## src/hw/nvmwu_pkg.sv

```systemverilog
// Purpose: Shared constants for the nonvolatile write unlock block
// Assumes: 50 MHz mclk, byte-wide register port
// Notes: Register offsets are indexes on the plain register port
package nvmwu_pkg;
    localparam int CLK_PERIOD_NS = 20;
    // Register offsets
    localparam logic [2:0] CTRL_ONE_OFS = 3'h0;
    localparam logic [2:0] CTRL_TWO_OFS = 3'h1;
    localparam logic [2:0] PROG_KEY_OFS = 3'h2;
    localparam logic [2:0] DATA_KEY_OFS = 3'h3;
    localparam logic [2:0] STATUS_OFS = 3'h4;
    // Field positions
    localparam int FIX_TIME_BIT = 0;
    localparam int IRQ_EN_BIT = 1;
    localparam int OPT_WE_BIT = 7;
    localparam int WPA_BIT = 0;
    localparam int PROG_UNLOCK_BIT = 1;
    localparam int DONE_BIT = 2;
    localparam int DATA_UNLOCK_BIT = 3;
    localparam int HV_CLOSE_BIT = 6;
    localparam logic [7:0] CTRL_ONE_RST = 8'h00;
    localparam logic [7:0] CTRL_TWO_RST = 8'h00;
    // Unlock keys
    localparam logic [7:0] KEY_5X = 8'h56;
    localparam logic [7:0] KEY_AX = 8'hAE;
    localparam logic [7:0] ERASE_VALUE = 8'h00;
    // Memory map
    localparam logic [16:0] DATA_BASE = 17'h01000;
    localparam logic [16:0] DATA_LAST = 17'h017FF;
    localparam logic [16:0] OPT_BASE = 17'h04800;
    localparam logic [16:0] OPT_LAST = 17'h0487F;
    localparam logic [16:0] PROG_BASE = 17'h08000;
    localparam logic [16:0] PROG_LAST = 17'h17FFF;
    localparam int PAGE_SHIFT = 8;
    // Operation phase times
    localparam int ERASE_TIME_NS = 2000;
    localparam int WRITE_TIME_NS = 2000;
    localparam int HV_CLOSE_TIME_NS = 200;
    localparam logic [9:0] ERASE_CYCLES =
        10'((ERASE_TIME_NS + CLK_PERIOD_NS - 1) / CLK_PERIOD_NS);
    localparam logic [9:0] WRITE_CYCLES =
        10'((WRITE_TIME_NS + CLK_PERIOD_NS - 1) / CLK_PERIOD_NS);
    localparam logic [9:0] HV_CLOSE_CYCLES =
        10'((HV_CLOSE_TIME_NS + CLK_PERIOD_NS - 1) / CLK_PERIOD_NS);

    typedef enum logic [1:0] {
        KEY_IDLE = 2'h0,
        KEY_FIRST_OK = 2'h1,
        KEY_OPEN = 2'h3,
        KEY_LOCKED = 2'h2
    } nvmwu_key_state_type;

    typedef enum logic [1:0] {
        OP_IDLE = 2'h0,
        OP_ERASE = 2'h1,
        OP_WRITE = 2'h3,
        OP_HV_CLOSE = 2'h2
    } nvmwu_op_state_type;
endpackage

```

## src/hw/nvmwu_key_unlock.sv

```systemverilog
// Purpose: Two-key unlock sequencer for one memory area
// Assumes: key_wr is a one-cycle pulse on mclk
// Notes: Key writes are compared, never stored
`timescale 1ns/100ps
module nvmwu_key_unlock #(
    parameter logic [7:0] KEY_FIRST = 8'h00,
    parameter logic [7:0] KEY_SECOND = 8'h00,
    parameter bit RETRY_FIRST = 1'b0
) (
    input wire logic mclk, // System clock
    input wire logic rst_n, // Async reset, active low
    input wire logic key_wr, // Write to key register
    input wire logic [7:0] key_data, // Written key
    input wire logic relock, // Software clears unlocked flag
    output logic unlocked // Area write-enabled
);
    nvmwu_pkg::nvmwu_key_state_type state_reg;
    nvmwu_pkg::nvmwu_key_state_type state_next;

    always_comb begin
        state_next = state_reg;
        case (state_reg)
            nvmwu_pkg::KEY_IDLE: begin
                if (key_wr && key_data == KEY_FIRST) begin
                    state_next = nvmwu_pkg::KEY_FIRST_OK;
                end else if (key_wr && !RETRY_FIRST) begin
                    state_next = nvmwu_pkg::KEY_LOCKED;
                end
            end
            nvmwu_pkg::KEY_FIRST_OK: begin
                if (key_wr && key_data == KEY_SECOND) begin
                    state_next = nvmwu_pkg::KEY_OPEN;
                end else if (key_wr) begin
                    state_next = nvmwu_pkg::KEY_LOCKED;
                end
            end
            nvmwu_pkg::KEY_OPEN: begin
                if (relock) begin
                    state_next = nvmwu_pkg::KEY_IDLE;
                end
            end
            default: begin
                state_next = nvmwu_pkg::KEY_LOCKED;
            end
        endcase
    end

    // Reset always lands protected
    always_ff @(posedge mclk or negedge rst_n) begin
        if (!rst_n) begin
            state_reg <= nvmwu_pkg::KEY_IDLE;
        end else begin
            state_reg <= state_next;
        end
    end

    assign unlocked = (state_reg == nvmwu_pkg::KEY_OPEN);

    lock_open_key_a: assert property (@(posedge mclk) disable iff (!rst_n)
        $rose(unlocked) |-> $past(key_wr) && $past(key_data) == KEY_SECOND
            && $past(state_reg, 2) != nvmwu_pkg::KEY_LOCKED)
        else $error("area unlocked without correct second key");
    lockout_hold_a: assert property (@(posedge mclk) disable iff (!rst_n)
        state_reg == nvmwu_pkg::KEY_LOCKED |=> state_reg == nvmwu_pkg::KEY_LOCKED)
        else $error("key lockout left before reset");
    first_key_a: assert property (@(posedge mclk) disable iff (!rst_n)
        state_reg == nvmwu_pkg::KEY_IDLE && key_wr |=>
            (state_reg == nvmwu_pkg::KEY_FIRST_OK) == ($past(key_data) == KEY_FIRST))
        else $error("first key compare wrong");
endmodule

```

## src/hw/nvmwu_top.sv

```systemverilog
// Purpose: Write unlock and byte program control for the NVM
// Assumes: Memory write port and register port on mclk
// Notes: Writes arriving while an operation runs are dropped
// Functional notes
// - Both areas write-protected after reset
// - User boot area never writable
// - First program key must be 0x56
// - Wrong first program key locks until reset
// - Wrong second program key 0xAE locks
// - Good second key unlocks; clearing relocks
// - First data key must be 0xAE
// - Wrong first data key allows retry
// - Wrong second data key 0x56 locks
// - Good second data key unlocks; clear relocks
// - Option writes need option write enable
// - Data writes concurrent; no data reads meanwhile (here data_read_block is raised only during program writes)
// - Byte write starts op; program stalls CPU
// - Data write stalls only in high-voltage-off
// - Writing 0x00 erases the byte
// - End-of-program flag set on completion
// - Protected write skipped, flags attempt
// - Flag set with enable raises interrupt
// - Erase word first only if not blank
// - Fixed-time bit forces erase every time
//
// Chosen here: the placing of the registers and the strobed register port.
`timescale 1ns/100ps
module nvmwu_top (
    input wire logic mclk, // 50 MHz system clock
    input wire logic rst_n, // Async reset, active low
    input wire logic [2:0] reg_addr, // Register offset
    input wire logic [7:0] reg_wdata, // Register write data
    input wire logic reg_wr, // Register write strobe
    input wire logic reg_rd, // Register read strobe
    output logic [7:0] reg_rdata, // Read data, cycle after strobe
    input wire logic [16:0] mem_addr, // CPU memory write address
    input wire logic [7:0] mem_wdata, // CPU memory write data
    input wire logic mem_wr, // CPU memory write strobe
    input wire logic word_blank, // Addressed word is erased
    input wire logic [7:0] user_boot_area, // Boot area size in pages
    output logic cpu_stall, // Hold processor
    output logic data_read_block, // Data area reads not allowed
    output logic nvm_busy, // Byte operation in progress
    output logic [16:0] nvm_addr, // Array target address
    output logic [7:0] nvm_data, // Array write byte
    output logic nvm_erase_en, // Array word erase phase
    output logic nvm_write_en, // Array byte write phase
    output logic high_voltage_off_flag, // Closing high-voltage phase
    output logic mem_irq // Memory interrupt, active high
);
    logic [7:0] control_reg_one;
    logic [7:0] control_reg_two;
    logic end_of_program_flag;
    logic protected_write_attempt_flag;
    logic program_unlocked_flag;
    logic data_unlocked_flag;
    logic [7:0] rdata_reg;
    logic prog_key_wr;
    logic data_key_wr;
    logic status_wr;
    logic status_rd;
    logic prog_relock;
    logic data_relock;
    logic in_prog;
    logic in_data;
    logic in_opt;
    logic in_boot;
    logic [16:0] prog_ofs;
    logic permitted;
    logic op_start;
    logic op_reject;
    logic op_done;
    logic need_erase;
    nvmwu_pkg::nvmwu_op_state_type op_state_reg;
    nvmwu_pkg::nvmwu_op_state_type op_state_next;
    logic [9:0] op_count_reg;
    logic [9:0] op_count_next;
    logic op_prog_area_reg;
    logic op_erase_only_reg;
    logic [16:0] nvm_addr_reg;
    logic [7:0] nvm_data_reg;

    assign prog_key_wr = reg_wr && reg_addr == nvmwu_pkg::PROG_KEY_OFS;
    assign data_key_wr = reg_wr && reg_addr == nvmwu_pkg::DATA_KEY_OFS;
    assign status_wr = reg_wr && reg_addr == nvmwu_pkg::STATUS_OFS;
    assign status_rd = reg_rd && reg_addr == nvmwu_pkg::STATUS_OFS;
    assign prog_relock = status_wr && !reg_wdata[nvmwu_pkg::PROG_UNLOCK_BIT];
    assign data_relock = status_wr && !reg_wdata[nvmwu_pkg::DATA_UNLOCK_BIT];

    nvmwu_key_unlock #(
        .KEY_FIRST(nvmwu_pkg::KEY_5X),
        .KEY_SECOND(nvmwu_pkg::KEY_AX),
        .RETRY_FIRST(1'b0)
    ) prog_unlock (
        .mclk(mclk),
        .rst_n(rst_n),
        .key_wr(prog_key_wr),
        .key_data(reg_wdata),
        .relock(prog_relock),
        .unlocked(program_unlocked_flag)
    );

    // Data area tolerates a bad first key
    nvmwu_key_unlock #(
        .KEY_FIRST(nvmwu_pkg::KEY_AX),
        .KEY_SECOND(nvmwu_pkg::KEY_5X),
        .RETRY_FIRST(1'b1)
    ) data_unlock (
        .mclk(mclk),
        .rst_n(rst_n),
        .key_wr(data_key_wr),
        .key_data(reg_wdata),
        .relock(data_relock),
        .unlocked(data_unlocked_flag)
    );

    always_ff @(posedge mclk or negedge rst_n) begin
        if (!rst_n) begin
            control_reg_one <= nvmwu_pkg::CTRL_ONE_RST;
        end else if (reg_wr && reg_addr == nvmwu_pkg::CTRL_ONE_OFS) begin
            control_reg_one <= reg_wdata;
        end
    end

    always_ff @(posedge mclk or negedge rst_n) begin
        if (!rst_n) begin
            control_reg_two <= nvmwu_pkg::CTRL_TWO_RST;
        end else if (reg_wr && reg_addr == nvmwu_pkg::CTRL_TWO_OFS) begin
            control_reg_two <= reg_wdata;
        end
    end

    // Key registers read as zero since keys are never latched
    always_ff @(posedge mclk or negedge rst_n) begin
        if (!rst_n) begin
            rdata_reg <= 8'h00;
        end else if (reg_rd) begin
            if (reg_addr == nvmwu_pkg::CTRL_ONE_OFS) begin
                rdata_reg <= control_reg_one;
            end else if (reg_addr == nvmwu_pkg::CTRL_TWO_OFS) begin
                rdata_reg <= control_reg_two;
            end else if (reg_addr == nvmwu_pkg::STATUS_OFS) begin
                rdata_reg <= 8'h00;
                rdata_reg[nvmwu_pkg::WPA_BIT] <= protected_write_attempt_flag;
                rdata_reg[nvmwu_pkg::PROG_UNLOCK_BIT] <= program_unlocked_flag;
                rdata_reg[nvmwu_pkg::DONE_BIT] <= end_of_program_flag;
                rdata_reg[nvmwu_pkg::DATA_UNLOCK_BIT] <= data_unlocked_flag;
                rdata_reg[nvmwu_pkg::HV_CLOSE_BIT] <= high_voltage_off_flag;
            end else begin
                rdata_reg <= 8'h00;
            end
        end else begin
            rdata_reg <= 8'h00;
        end
    end

    assign reg_rdata = rdata_reg;

    // Address classification of the CPU write
    assign in_prog = mem_addr >= nvmwu_pkg::PROG_BASE && mem_addr <= nvmwu_pkg::PROG_LAST;
    assign in_data = mem_addr >= nvmwu_pkg::DATA_BASE && mem_addr <= nvmwu_pkg::DATA_LAST;
    assign in_opt = mem_addr >= nvmwu_pkg::OPT_BASE && mem_addr <= nvmwu_pkg::OPT_LAST;
    assign prog_ofs = mem_addr - nvmwu_pkg::PROG_BASE;
    assign in_boot = in_prog
        && prog_ofs[16:nvmwu_pkg::PAGE_SHIFT] < {1'b0, user_boot_area};

    // Boot pages stay shut whatever the keys did
    always_comb begin
        permitted = 1'b0;
        if (in_prog) begin
            permitted = program_unlocked_flag && !in_boot;
        end else if (in_data) begin
            permitted = data_unlocked_flag;
        end else if (in_opt) begin
            permitted = control_reg_two[nvmwu_pkg::OPT_WE_BIT];
        end
    end

    assign op_start = mem_wr && op_state_reg == nvmwu_pkg::OP_IDLE && permitted;
    assign op_reject = mem_wr && op_state_reg == nvmwu_pkg::OP_IDLE
        && (in_prog || in_data || in_opt) && !permitted;
    assign need_erase = control_reg_one[nvmwu_pkg::FIX_TIME_BIT]
        || !word_blank || mem_wdata == nvmwu_pkg::ERASE_VALUE;
    assign op_done = op_state_reg == nvmwu_pkg::OP_HV_CLOSE && op_count_reg == 10'h000;

    always_comb begin
        op_state_next = op_state_reg;
        op_count_next = op_count_reg;
        case (op_state_reg)
            nvmwu_pkg::OP_IDLE: begin
                if (op_start && need_erase) begin
                    op_state_next = nvmwu_pkg::OP_ERASE;
                    op_count_next = nvmwu_pkg::ERASE_CYCLES - 10'h001;
                end else if (op_start) begin
                    op_state_next = nvmwu_pkg::OP_WRITE;
                    op_count_next = nvmwu_pkg::WRITE_CYCLES - 10'h001;
                end
            end
            nvmwu_pkg::OP_ERASE: begin
                if (op_count_reg != 10'h000) begin
                    op_count_next = op_count_reg - 10'h001;
                end else if (op_erase_only_reg) begin
                    op_state_next = nvmwu_pkg::OP_HV_CLOSE;
                    op_count_next = nvmwu_pkg::HV_CLOSE_CYCLES - 10'h001;
                end else begin
                    op_state_next = nvmwu_pkg::OP_WRITE;
                    op_count_next = nvmwu_pkg::WRITE_CYCLES - 10'h001;
                end
            end
            nvmwu_pkg::OP_WRITE: begin
                if (op_count_reg != 10'h000) begin
                    op_count_next = op_count_reg - 10'h001;
                end else begin
                    op_state_next = nvmwu_pkg::OP_HV_CLOSE;
                    op_count_next = nvmwu_pkg::HV_CLOSE_CYCLES - 10'h001;
                end
            end
            default: begin
                if (op_count_reg != 10'h000) begin
                    op_count_next = op_count_reg - 10'h001;
                end else begin
                    op_state_next = nvmwu_pkg::OP_IDLE;
                end
            end
        endcase
    end

    always_ff @(posedge mclk or negedge rst_n) begin
        if (!rst_n) begin
            op_state_reg <= nvmwu_pkg::OP_IDLE;
            op_count_reg <= 10'h000;
        end else begin
            op_state_reg <= op_state_next;
            op_count_reg <= op_count_next;
        end
    end

    // Target latched once so a later CPU write cannot retarget the op
    always_ff @(posedge mclk or negedge rst_n) begin
        if (!rst_n) begin
            nvm_addr_reg <= 17'h00000;
            nvm_data_reg <= 8'h00;
            op_prog_area_reg <= 1'b0;
            op_erase_only_reg <= 1'b0;
        end else if (op_start) begin
            nvm_addr_reg <= mem_addr;
            nvm_data_reg <= mem_wdata;
            op_prog_area_reg <= in_prog;
            op_erase_only_reg <= mem_wdata == nvmwu_pkg::ERASE_VALUE;
        end
    end

    // Set wins over the clear-on-read
    always_ff @(posedge mclk or negedge rst_n) begin
        if (!rst_n) begin
            end_of_program_flag <= 1'b0;
        end else if (op_done) begin
            end_of_program_flag <= 1'b1;
        end else if (status_rd) begin
            end_of_program_flag <= 1'b0;
        end
    end

    always_ff @(posedge mclk or negedge rst_n) begin
        if (!rst_n) begin
            protected_write_attempt_flag <= 1'b0;
        end else if (op_reject) begin
            protected_write_attempt_flag <= 1'b1;
        end else if (status_rd) begin
            protected_write_attempt_flag <= 1'b0;
        end
    end

    // Level interrupt follows the sticky flags
    assign mem_irq = control_reg_one[nvmwu_pkg::IRQ_EN_BIT]
        && (end_of_program_flag || protected_write_attempt_flag);

    assign nvm_busy = op_state_reg != nvmwu_pkg::OP_IDLE;
    assign high_voltage_off_flag = op_state_reg == nvmwu_pkg::OP_HV_CLOSE;
    assign cpu_stall = (nvm_busy && op_prog_area_reg)
        || high_voltage_off_flag;
    assign data_read_block = nvm_busy && op_prog_area_reg;
    assign nvm_erase_en = op_state_reg == nvmwu_pkg::OP_ERASE;
    assign nvm_write_en = op_state_reg == nvmwu_pkg::OP_WRITE;
    assign nvm_addr = nvm_addr_reg;
    assign nvm_data = nvm_data_reg;

    reject_no_op_a: assert property (@(posedge mclk) disable iff (!rst_n)
        op_reject |=> protected_write_attempt_flag && !nvm_busy)
        else $error("protected write not refused");
    boot_shut_a: assert property (@(posedge mclk) disable iff (!rst_n)
        mem_wr && in_boot |-> !op_start)
        else $error("boot area write started");
    opt_gate_a: assert property (@(posedge mclk) disable iff (!rst_n)
        op_start && in_opt |-> control_reg_two[nvmwu_pkg::OPT_WE_BIT])
        else $error("option write without enable");
    prog_stall_a: assert property (@(posedge mclk) disable iff (!rst_n)
        op_start && in_prog |=> cpu_stall throughout nvm_busy [*2])
        else $error("processor not stalled for program write");
    data_no_stall_a: assert property (@(posedge mclk) disable iff (!rst_n)
        nvm_busy && !op_prog_area_reg |-> cpu_stall == high_voltage_off_flag)
        else $error("data write stall outside closing phase");
    eop_after_op_a: assert property (@(posedge mclk) disable iff (!rst_n)
        op_done |=> end_of_program_flag && !nvm_busy)
        else $error("completion flag missing");
    irq_raise_a: assert property (@(posedge mclk) disable iff (!rst_n)
        $rose(end_of_program_flag) && control_reg_one[nvmwu_pkg::IRQ_EN_BIT] |-> mem_irq)
        else $error("interrupt not raised");
    fixed_erase_a: assert property (@(posedge mclk) disable iff (!rst_n)
        op_start && control_reg_one[nvmwu_pkg::FIX_TIME_BIT] |=> nvm_erase_en)
        else $error("fixed time write skipped erase");
    blank_skip_a: assert property (@(posedge mclk) disable iff (!rst_n)
        op_start && !need_erase |=> nvm_write_en)
        else $error("blank word write did not skip erase");
    erase_only_a: assert property (@(posedge mclk) disable iff (!rst_n)
        nvm_erase_en && op_erase_only_reg && op_count_reg == 10'h000
            |=> high_voltage_off_flag)
        else $error("byte erase went on to write");
    // Gating by key state and area; the stall split depends on the target
    locked_prog_a: assert property (@(posedge mclk) disable iff (!rst_n)
        mem_wr && in_prog && !program_unlocked_flag |-> !op_start)
        else $error("locked program area write started");
    locked_data_a: assert property (@(posedge mclk) disable iff (!rst_n)
        mem_wr && in_data && !data_unlocked_flag |-> !op_start)
        else $error("locked data area write started");
    relock_prog_a: assert property (@(posedge mclk) disable iff (!rst_n)
        prog_relock |=> !program_unlocked_flag)
        else $error("program area not relocked");
    relock_data_a: assert property (@(posedge mclk) disable iff (!rst_n)
        data_relock |=> !data_unlocked_flag)
        else $error("data area not relocked");
    prog_read_block_a: assert property (@(posedge mclk) disable iff (!rst_n)
        op_start && in_prog |=> data_read_block)
        else $error("data reads allowed during program write");
    data_concurrent_a: assert property (@(posedge mclk) disable iff (!rst_n)
        op_start && in_data |=> !data_read_block && !cpu_stall)
        else $error("data write held the processor");
    attempt_irq_a: assert property (@(posedge mclk) disable iff (!rst_n)
        $rose(protected_write_attempt_flag) && control_reg_one[nvmwu_pkg::IRQ_EN_BIT] |-> mem_irq)
        else $error("interrupt not raised on refused write");
    dirty_erase_a: assert property (@(posedge mclk) disable iff (!rst_n)
        op_start && !word_blank |=> nvm_erase_en)
        else $error("non-blank word not erased first");
    write_close_a: assert property (@(posedge mclk) disable iff (!rst_n)
        nvm_write_en && op_count_reg == 10'h000 |=> high_voltage_off_flag)
        else $error("write phase did not close with high voltage off");
endmodule

```

## config.mk

```make
export PLATFORM = sky130hd
export DESIGN_NAME = nvmwu_top
export DESIGN_NICKNAME = d
export VERILOG_FILES = /design/src/hw/nvmwu_pkg.sv /design/src/hw/nvmwu_key_unlock.sv /design/src/hw/nvmwu_top.sv
export SDC_FILE = /design/constraint.sdc
export NUM_CORES = 1
export LEC_CHECK = 0
export ABC_AREA = 1
export BUFFER_PORTS_ARGS = -buffer_cell sky130_fd_sc_hd__clkbuf_2
export CAP_MARGIN = 40
export CORE_MARGIN = 10
export CORE_UTILIZATION = 50
export CTS_CLUSTER_DIAMETER = 120
export DETAILED_ROUTE_END_ITERATION = 7
export GPL_ROUTABILITY_DRIVEN = 1
export PLACE_DENSITY = 0.75
export SLEW_MARGIN = 20
export SYNTH_ARGS = -nofsm -noshare
export SYNTH_HDL_FRONTEND = slang
export SYNTH_SLANG_ARGS = --single-unit
```

## constraint.sdc

```tcl
create_clock -name mclk -period 1.95 [get_ports mclk]
set_input_delay 0.585 -clock mclk [delete_from_list [all_inputs] [get_ports mclk]]
set_output_delay 0.585 -clock mclk [all_outputs]
set_load 0.02 [all_outputs]
```

==> results of run 1 <==
[power groups by stage]
stage	clock network [W]	registers [W]	logic, W
floorplan	0	0.00160	0.000268
global placement	0	0.00160	0.000491
detailed placement	0	0.00160	0.000508
CTS	0.00134	0.00157	0.000511
global route	0.00140	0.00159	0.000689
finish	0.00132	0.00158	0.000608
[cell families (layout without fill, tap and decap cells)]
kind of cell    after synthesis  after routing  share of synthesized area (%)
flops                        69             69                          43.25
compound gates               83             83                          13.29
buf+inv                      87            240                          9.182
simple gates                247            247                          28.05
fa+ha+maj                    15             15                          4.701
xor+xnor                      7              7                          1.536
[cell type report]
type	instances	share of cell area (%)
clock buffer	9	2.177
inverter	77	5.476
multi-input combinational	352	39.21
timing repair buffer	147	18.76
tap	102	2.243
clock inverter	7	1.737
sequential	69	30.39
[cell usage in the layout (no fill, tap or decap), types with 3 or more instances in the layout]
cell type and instances:
xor2_1 5, inv_2 5, nand3_4 3, nand3_1 22, a21oi_1 10, buf_12 5, nor2_2 12, nand3_2 5
inv_4 4, nand4_1 13, nor2_1 37, nand2_1 104, a221oi_1 3, o21ai_1 3, dfrtp_1 67, ha_1 4
a21oi_2 4, clkbuf_2 81, ha_4 9, nand2_2 27, clkbuf_8 9, buf_6 15, nand2_4 6, buf_4 41
nor4_1 4, nor2_4 5, nor3_1 3, o21ai_0 28, inv_1 65, o21ai_2 24
[stage by stage]
stage	area, µm²	TNS, ps	setup slack [ps]
floorplan	3995	-2424	-87.19
global placement	4906	-9757	-275.3
detailed placement	4906	-12100	-377.1
CTS	5145	0	16.13
global route	5689	-3420	-181.9
finish	5689	-1940	-147.8
[path summary, 6_finish.rpt]
path | start | endpoint | slack, ps | depth (start not counted)
hold / removal | rst_n | nvm_addr[3] | 140 | 1
hold reg to reg | data_unlock.state_reg[1] | data_unlock.state_reg[0] | 490 | 1
min in group mclk | mem_wdata[4] | nvm_data[4] | 480 | 3
setup reg to reg | op_count_reg[0] | op_count_reg[6] | 130 | 12
max in group asynchronous | rst_n | op_state_reg[1] | 1190 | 2
setup / recovery | mem_addr[16] | nvm_addr[14] | -150 | 13
[per-layer routing]
layer / up-vias / share of wire [%]
met2: 161 / 51
met1: 1905 / 40
met5: - / 0
met4: 0 / 2.0
li1: 1935 / -
met3: 25 / 7.0
[worst max-delay path: stages]
cell	delay [ps]
buf_4	140
inv_6	80
ha_4	140
nand3_1	70
o21ai_0	360
nand3_2	170
nand3_4	130
nand3_4	90
buf_12	150
buf_12	130
buf_12	130
nand2_1	100
o21ai_2	60
[what timing repair did]
| action | CTS | global route |
|---|---|---|
| resized for setup | 7 | 126 |
| pin swaps | 0 | 27 |
| cloned | 0 | 2 |
| buffers inserted | 0 | 7 |
| hold buffers | 0 | 0 |
| setup endpoints to repair | 14 | 41 |
==> qor.yml, run 1 <==
placed_design:
  dpl.hpwl_um: 8218
  placed_cells: 738
  place.gp.congestion: 0.8984
  portBuffers: 89
sta:
  hold_viol_final: 0
  hold_ws_ps: 136.8
  setup_viol: 24
  fin_skew_ps: 12.91
  layout_setup_ws_ps: -147.8
  finalCriticalPeriod_ps: 2098
  max_freq_ghz: 0.4767
  rsz0062_at_grt: "true"
  relSlewSlack_pct: 68.60
  worstMarginPinSlew_ps: 469.8
  final.period_utilization_pct: 107.6
  drv_slew: 0
global_route:
  grt_use_met2_pct: 30.49
  grt_pass1_wl_um: 17680
  grt_usage_pct: 18.22
  gr-total-overflow: 0
  busiest_layer: "met2"
  antenna_found_initial: 0
  grt_max_degree: 57
  grt_util_met1_pct: 22.58
  grt_pass1_vias: 3794
  met3_usage_pct: 4.798
logic_synthesis:
  synth.net_count: 573
  yosysMostFrequentCell: "nand2_1"
  ys_ff_latch: 69
  ys_top_cells_by_area: "dfrtp_1, nand2_1, inv_1, ha_1, o21ai_2"
  avgSynthCellArea_um2: 7.859
  synth_cell_types: 39
  seq_area_frac_synth_pct: 43.25
  synthTopCellsByCount: "nand2_1, inv_1, dfrtp_1"
  synth_edf_count: 0
  yosysWarnings: 0
  synth_top_area_share_pct: 43.25
  netlist_area_mm2: 0.003993
  synth-async-reset-ratio_pct: 100.0
  yosys.area.top_type: "dfrtp_1"
  synth_ff_type: "dfrtp_1"
  synthCells: 508
clock_network:
  htree_levels: 3
  cts_tree: "built"
  clockRootBuffer: "clkbuf_8"
  clkSinkCount: 69
  cts_buffer_depth: 2
  cts_buffers: 9
  clock_latency_ps: 350
  clk_pin_slew_ps: 80
die:
  die-area_mm2: 0.01196
  core_mm2: 0.007767
  initial_core_util_pct: 51.40
  num_rows: 32
  die_y_um: 109.4
  pin_count: 90
  die_w_um: 109.4
layout:
  largest_reg_flops: 17
  seq_area_mm2: 0.001729
  multi_input_area_mm2: 0.002231
  fillers: 554
  area_growth_pct: 42.49
  utilization_pct: 73.24
  insertedDiodeCount: 0
  fin_nets: 721
  instances_no_fill: 763
  drive_gt1_share_pct: 42.21
route:
  wl_um: 12040
  vias_per_cell: 5.277
  drc: 0
  detail-route-antenna-nets: 0
  avgRoutedWirePerCell_um: 15.78
  drt_iter0_drc: 254
  dr.pass1.iters: 5
  vias: 4026
worst_setup_path:
  criticalPathCategory: "input pin to register"
  end_kind: "register"
  start_kind: "input pin"
  cp.arrival_ps: 2330
  path_max_fanout: 7
  worstPathRequired_ps: 2180
power:
  powerDensity_mw_per_mm2: 615.9
  p_leak_nw: 2.886
  p_sw_w: 0.0009956
  pwr-share-clk_pct: 37.6
  p_seq_share_pct: 45.0
  p_total_w: 0.003504
  ir_drop_uv: 490.0
  power.internal_w: 0.002508
  swShare_pct: 28.41
  combPwrFrac_pct: 17.4
run:
  drv_cap: 0
status:
  outcome: "finished with violations"
  violations: "setup timing"
worst_hold_path:
  min-delay-path-class: "input pin to asynchronous set/reset pin"
Power figures use the tool's default switching activity.
==> run 2, diff against run 1 <==
--- a/config.mk
+++ b/config.mk
@@ -5,7 +5,7 @@
 export SDC_FILE = /design/constraint.sdc
 export NUM_CORES = 1
 export LEC_CHECK = 0
-export ABC_AREA = 1
+export ABC_AREA = 0
 export BUFFER_PORTS_ARGS = -buffer_cell sky130_fd_sc_hd__clkbuf_2
 export CAP_MARGIN = 40
 export CORE_MARGIN = 10
==> run 2 against run 1 <==
The run still ends with setup timing left. Combinational power grew to 4.2 times the previous value. Critical path type unchanged. Die area fell by 4.7%. Largest power group is now combinational logic. Via count fell by 7.1%.
==> qor.yml, run 2 <==
sta:
  fin_skew_ps: 13.21  # +0.2982 ps
  finalCriticalPeriod_ps: 2541  # +443.6 ps
  layout_setup_ws_ps: -591.4  # -443.6 ps
  final.period_utilization_pct: 130.3  # +23 points
  hold_viol_final: 0  # unchanged
  relSlewSlack_pct: 57.50  # -11 points
  setup_viol: 40  # +67%
  rsz0062_at_grt: "true"
  hold_ws_ps: 197.4  # +60.59 ps
  worstMarginPinSlew_ps: 637.5  # +167.6 ps
  max_freq_ghz: 0.3935  # -17%
  drv_slew: 0  # unchanged
clock_network:
  clock_latency_ps: 350  # about the same
  cts_tree: "built"
  cts_buffer_depth: 2  # unchanged
  cts_buffers: 9  # unchanged
  cts_hold_buffers: 0  # unchanged
  htree_levels: 3  # unchanged
  clkSinkCount: 69  # unchanged
  clk_pin_slew_ps: 90  # about the same
  clockRootBuffer: "clkbuf_8"
run:
  drv_cap: 0  # unchanged
global_route:
  antenna_found_initial: 0  # unchanged
  gr-total-overflow: 0  # unchanged
  grt_max_degree: 50  # -12%
  grt_pass1_vias: 3792  # -0.053%
  grt_pass1_wl_um: 18720  # +5.9%
  grt_usage_pct: 20.26  # +2.0 points
power:
  powerDensity_mw_per_mm2: 1059  # +72%
  p_total_w: 0.006112  # +74%
  p_leak_nw: 2.712  # -6.0%
  ir_drop_uv: 640.1  # +31%
route:
  detail-route-antenna-nets: 0  # unchanged
  drc: 0  # unchanged
  avgRoutedWirePerCell_um: 22.30  # +41%
  wl_um: 13980  # +16%
  dr.pass1.iters: 5  # unchanged
  vias_per_cell: 5.965  # +13%
  drt_iter0_drc: 234  # -7.9%
  vias: 3740  # -7.1%
logic_synthesis:
  ys_top_cells_by_area: "dfrtp_1, mux2_1, ha_1, mux2_4, nor2_1"
  synth.net_count: 413  # -28%
  ys_ff_latch: 69  # unchanged
  yosys.area.top_type: "dfrtp_1"
  synth_top_area_share_pct: 45.86  # +2.6 points
  synth_cell_types: 60  # +54%
  synthTopCellsByCount: "dfrtp_1, nor2_1, mux2_1"
  synth_ff_type: "dfrtp_1"
  seq_area_frac_synth_pct: 45.86  # +2.6 points
  avgSynthCellArea_um2: 10.82  # +38%
  yosysWarnings: 0  # unchanged
  yosysMostFrequentCell: "dfrtp_1"
  netlist_area_mm2: 0.003765  # -5.7%
  synthCells: 348  # -31%
  synth_edf_count: 0  # unchanged
  synth-async-reset-ratio_pct: 100.0  # unchanged
worst_setup_path:
  path_max_fanout: 7  # unchanged
  reg2reg_depth: 9  # -3
  reg2reg_from: "op_count_reg[1]"
  end_kind: "register"
  r2r_slack_ps: -310  # -440 ps
  reg2reg_to: "op_count_reg[0]"
  cp.arrival_ps: 2780  # +450 ps
  criticalPathCategory: "input pin to register"
  worstPathRequired_ps: 2190  # about the same
  start_kind: "input pin"
layout:
  area_growth_pct: 53.24
  drive_gt1_share_pct: 53.41  # +11 points
  fin_area_mm2: 0.005769  # +1.4%
  final_common_cell: "clkbuf_2"
  insertedDiodeCount: 0  # unchanged
  largest_reg_flops: 17  # unchanged
  instances_no_fill: 627  # -18%
  fillers: 440  # -21%
  layout_common_cells: "clkbuf_2, dfrtp_1, buf_4, mux2_4, nor2_1"
  fin_nets: 588  # -18%
die:
  die_y_um: 106.8  # -2.4%
  initial_core_util_pct: 51.63  # +0.23 points
  die_w_um: 106.8  # -2.4%
  die-area_mm2: 0.01140  # -4.7%
  num_rows: 31  # -3.1%
  core_mm2: 0.007292  # -6.1%
  pin_count: 90  # unchanged
status:
  outcome: "finished with violations"
  violations: "setup timing"
placed_design:
  dpl.hpwl_um: 7877  # -4.1%
  placed_cells: 585  # -21%
  portBuffers: 89  # unchanged
  post-place-ws_ps: -835.0  # -457.9 ps
  post_dp_cell_area_mm2: 0.004836  # -1.4%
  place.gp.congestion: 0.8494  # -5.5%
worst_hold_path:
  min-delay-path-class: "input pin to asynchronous set/reset pin"
run 2: changes by cell type after synthesis, sizes merged, moves of 5 or more:
cell and delta:
nand4 -6, o21ai -39, mux2 +41, nor2 -27, nand3 -23, a21oi -5, nor3 +10, inv -53
mux2i +10, nor4 +6, nand2 -119, nand2b +5
run 2: final cells by class:
| class | count | area [µm²] | area share [%] |
|---|---|---|---|
| multi-input combinational | 245 | 2276 | 39.45 |
| sequential | 69 | 1728 | 29.95 |
| timing repair buffer | 175 | 1306 | 22.64 |
| clock buffer | 10 | 137.6 | 2.386 |
| tap | 99 | 123.9 | 2.147 |
| inverter | 23 | 106.4 | 1.843 |
| clock inverter | 6 | 91.34 | 1.583 |
run 2: worst max path at each step:
stage / from / endpoint / slack [ps]
global route: mem_addr[14] / op_prog_area_reg / -650
finish: mem_addr[1] / nvm_addr[15] / -590
CTS: mem_addr[14] / nvm_addr[5] / -360
detailed placement: mem_addr[15] / nvm_addr[6] / -830
floorplan: mem_addr[15] / nvm_addr[10] / -550
global placement: mem_addr[15] / nvm_addr[9] / -780
run 2: cell families (layout without fill, tap and decap cells):
group | Yosys count | count (layout) | synth area share [%]
AOI/OAI and AO/OA | 64 | 64 | 12.00
and+or+nand+nor | 113 | 113 | 16.92
xor gates and xnor gates | 2 | 2 | 0.4654
muxes | 51 | 51 | 15.92
adders and majority gates | 15 | 15 | 4.985
DFF | 69 | 69 | 45.86
buffers and inverters | 34 | 214 | 3.855
run 2: repair_timing:
item,CTS,global route
setup endpoints to repair,43,47
setup buffers,14,11
resized for setup,39,67
pin swaps,12,21
gates cloned,1,2
run 2: critical path, cell delays in order:
cell       delay, ps
clkbuf_2         120
nor4_1           370
nand3_2          170
o32ai_2          340
nand2_1          150
o2111a_2         240
nor3_4           180
buf_6            170
clkbuf_16        160
mux2_4           300
run 2: report_power, final:
group          total (W)  leakage [nW]  switching [W]  internal (W)
Combinational    0.00255          1.73        0.00137       0.00118
Sequential       0.00219         0.864       0.000323       0.00186
Clock            0.00138         0.118       0.000611      0.000767
Total            0.00611          2.71        0.00230       0.00381
run 2: per-stage QoR:
step	TNS (ps)	util [%]
after global placement	-28720	66.32
after detailed placement	-30010	66.32
final	-20980	79.12
after global routing	-22760	79.12
after CTS	-12750	74.25
after floorplan	-17330	-
run 2: per-layer routing:
layer | share of wire, % | vias to the layer above | track usage (%)
met1 | 36 | 1829 | 22.88
met5 | 0 | - | 0
met2 | 51 | 228 | 34.42
met4 | 4.4 | 0 | 10.15
met3 | 7.8 | 55 | 5.629
li1 | - | 1628 | -
==> run 3, diff against run 2 <==
--- a/config.mk
+++ b/config.mk
@@ -13,7 +13,7 @@
 export CTS_CLUSTER_DIAMETER = 120
 export DETAILED_ROUTE_END_ITERATION = 7
 export GPL_ROUTABILITY_DRIVEN = 1
-export PLACE_DENSITY = 0.75
+export PLACE_DENSITY = 0.82
 export SLEW_MARGIN = 20
 export SYNTH_ARGS = -nofsm -noshare
 export SYNTH_HDL_FRONTEND = slang
==> run 3 against run 2 <==
The run still ends with setup timing left. Final cell count decreased by 0.16%. First-iteration DRC count increased by 75%. Sequential power about the same. Worst hold slack improved by 27 ps. Combinational power about the same. Routed wire length increased by 12%. Non-clock buffer count unchanged. Critical path depth increased by 1. Via count increased by 6.2%. Critical endpoint is now op_count_reg[0]. Largest power group unchanged.
==> qor.yml, run 3 (same netlist as run 2, synthesis figures left out) <==
worst_setup_path:
  reg2reg_depth: 9  # unchanged
  reg2reg_to: "op_count_reg[5]"
  r2r_slack_ps: -480  # -170 ps
  cpLargestDelayFamily: "compound AO/OA/AOI/OAI gates"
  cp_slowest_stage_delay_ps: 390  # +20 ps
  end_kind: "register"
  crit_buf_inv: 4  # +1
  crit_end: "op_count_reg[0]"
  worstSetupStartpoint: "mem_addr[16]"
  path_depth: 11  # +1
  path_max_fanout: 4  # -3
  start_kind: "input pin"
  cp_cell_sequence: "clkbuf_16, nor2_2, nand4b_1, o31ai_1, nand4b_1, o2111a_2, buf_6, buf_6, o31ai_4, buf_4, o21a_1"
  critPathSlowestCell: "o31ai_1"
  worstPathRequired_ps: 2250  # +60 ps
  criticalPathCategory: "input pin to register"
  cp.arrival_ps: 3070  # +290 ps
  reg2reg_from: "op_count_reg[1]"
sta:
  fin_skew_ps: 16.53  # +3.320 ps
  finalCriticalPeriod_ps: 2768  # +226.4 ps
  hold_ws_ps: 224.4  # +26.94 ps
  drv_slew: 0  # unchanged
  worstMarginPinSlew_ps: 566.2  # -71.26 ps
  final.period_utilization_pct: 141.9  # +12 points
  layout_setup_ws_ps: -817.8  # -226.4 ps
  rsz0062_at_grt: "true"
  max_freq_ghz: 0.3613  # -8.2%
  relSlewSlack_pct: 61.91  # +4.4 points
  hold_viol_final: 0  # unchanged
  setup_viol: 40  # unchanged
  setup_tns_ps: -30310  # -9330 ps
route:
  drc: 0  # unchanged
  dr.pass1.iters: 5  # unchanged
  detail-route-antenna-nets: 0  # unchanged
  drt_iter0_drc: 409  # +75%
  vias: 3971  # +6.2%
  vias_per_cell: 6.343  # +6.3%
  avgRoutedWirePerCell_um: 24.98  # +12%
  wl_um: 15640  # +12%
layout:
  largest_reg_flops: 17  # unchanged
  drive_gt1_share_pct: 52.94  # -0.47 points
  area_growth_pct: 53.67
  insertedDiodeCount: 0  # unchanged
  layout_common_cells: "clkbuf_2, dfrtp_1, buf_4, mux2_4, nor2_1"
  fin_area_mm2: 0.005786  # +0.28%
  final_common_cell: "clkbuf_2"
  fin_nets: 588  # unchanged
clock_network:
  cts_buffer_depth: 2  # unchanged
  clk_pin_slew_ps: 90  # about the same
  clkSinkCount: 69  # unchanged
  cts_buffers: 9  # unchanged
  clockRootBuffer: "clkbuf_8"
  cts_tree: "built"
  clock_latency_ps: 360  # about the same
  cts_hold_buffers: 0  # unchanged
  htree_levels: 3  # unchanged
placed_design:
  post_dp_cell_area_mm2: 0.004798  # -0.78%
  portBuffers: 89  # unchanged
  post-place-ws_ps: -863.5  # -28.55 ps
  dpl.hpwl_um: 7820  # -0.72%
  place.gp.congestion: 0.8842  # +4.1%
power:
  powerDensity_mw_per_mm2: 1052  # -0.70%
  power.internal_w: 0.003735  # -2.0%
  ir_drop_uv: 478.7  # -25%
  p_leak_nw: 2.706  # -0.22%
  p_sw_w: 0.002352  # +2.3%
  combPwrFrac_pct: 42.2  # +0.5 points
  pwr-share-clk_pct: 21.6  # -0.9 points
  p_seq_share_pct: 36.2  # +0.4 points
  swShare_pct: 38.64  # +1.0 points
run:
  drv_cap: 0  # unchanged
die:
  core_mm2: 0.007292  # unchanged
  die_y_um: 106.8  # unchanged
  die-area_mm2: 0.01140  # unchanged
  die_w_um: 106.8  # unchanged
  pin_count: 90  # unchanged
  initial_core_util_pct: 51.63  # unchanged
  num_rows: 31  # unchanged
global_route:
  antenna_found_initial: 0  # unchanged
  grt_pass1_vias: 3861  # +1.8%
  grt_pass1_wl_um: 20300  # +8.4%
  grt_max_degree: 70  # +40%
  gr-total-overflow: 0  # unchanged
  grt_usage_pct: 22.68  # +2.4 points
status:
  outcome: "finished with violations"
  violations: "setup timing"
worst_hold_path:
  min-delay-path-class: "input pin to asynchronous set/reset pin"
-- run 3: cell types whose count changed in the layout (fill, tap and decap cells not counted), moves of 3 or more --
cell      change
clkbuf_2      -6
o21ai_1       -4
clkbuf_8      -3
inv_6         -3
buf_6         +6
o21ai_0       +3
-- run 3: through the flow --
| step | power, W | std cells | util, % |
|---|---|---|---|
| final | 0.006086 | 626 | 79.34 |
| after global routing | 0.006300 | 626 | 79.34 |
| after CTS | 0.005632 | 609 | 74.67 |
| after detailed placement | 0.004200 | 580 | 65.80 |
| after global placement | 0.004104 | 580 | 65.80 |
| after floorplan | 0.003366 | 348 | - |
-- run 3: power by group through the flow --
stage	logic [W]	registers, W	clock network, W
finish	0.00257	0.00220	0.00132
global route	0.00270	0.00223	0.00137
CTS	0.00221	0.00213	0.00129
detailed placement	0.00205	0.00215	0
global placement	0.00197	0.00213	0
floorplan	0.00100	0.00237	0
-- run 3: cell type report --
type / instances / area (µm²)
Multi-Input combinational cell: 245 / 2271
Sequential cell: 69 / 1728
Inverter: 23 / 108.9
Fill cell: 422 / 1506
Timing Repair Buffer: 175 / 1341
Tap cell: 99 / 123.9
Clock buffer: 9 / 123.9
Clock inverter: 6 / 88.84
-- run 3: worst min-delay path by stage --
| stage | start | to |
|---|---|---|
| floorplan | rst_n | control_reg_one[0] |
| finish | rst_n | nvm_data[6] |
| CTS | rst_n | nvm_data[6] |
| detailed placement | prog_unlock.state_reg[1] | prog_unlock.state_reg[0] |
| global route | rst_n | nvm_data[6] |
| global placement | prog_unlock.state_reg[1] | prog_unlock.state_reg[0] |
-- run 3: repair_timing --
| item | 4_1_cts | 5_1_grt |
|---|---|---|
| cloned | 2 | 1 |
| endpoints found under the setup margin | 44 | 45 |
| setup buffers | 13 | 18 |
| resized for setup | 53 | 59 |
| pin swaps | 7 | 29 |
-- run 3: routing by layer --
metal / track usage (%) / vias up / part of all wire [%]
li1: - / 1629 / -
met1: 24.85 / 1932 / 35
met2: 37.88 / 296 / 49
met3: 6.707 / 114 / 8.0
met4: 14.12 / 0 / 7.8
met5: 0 / - / 0
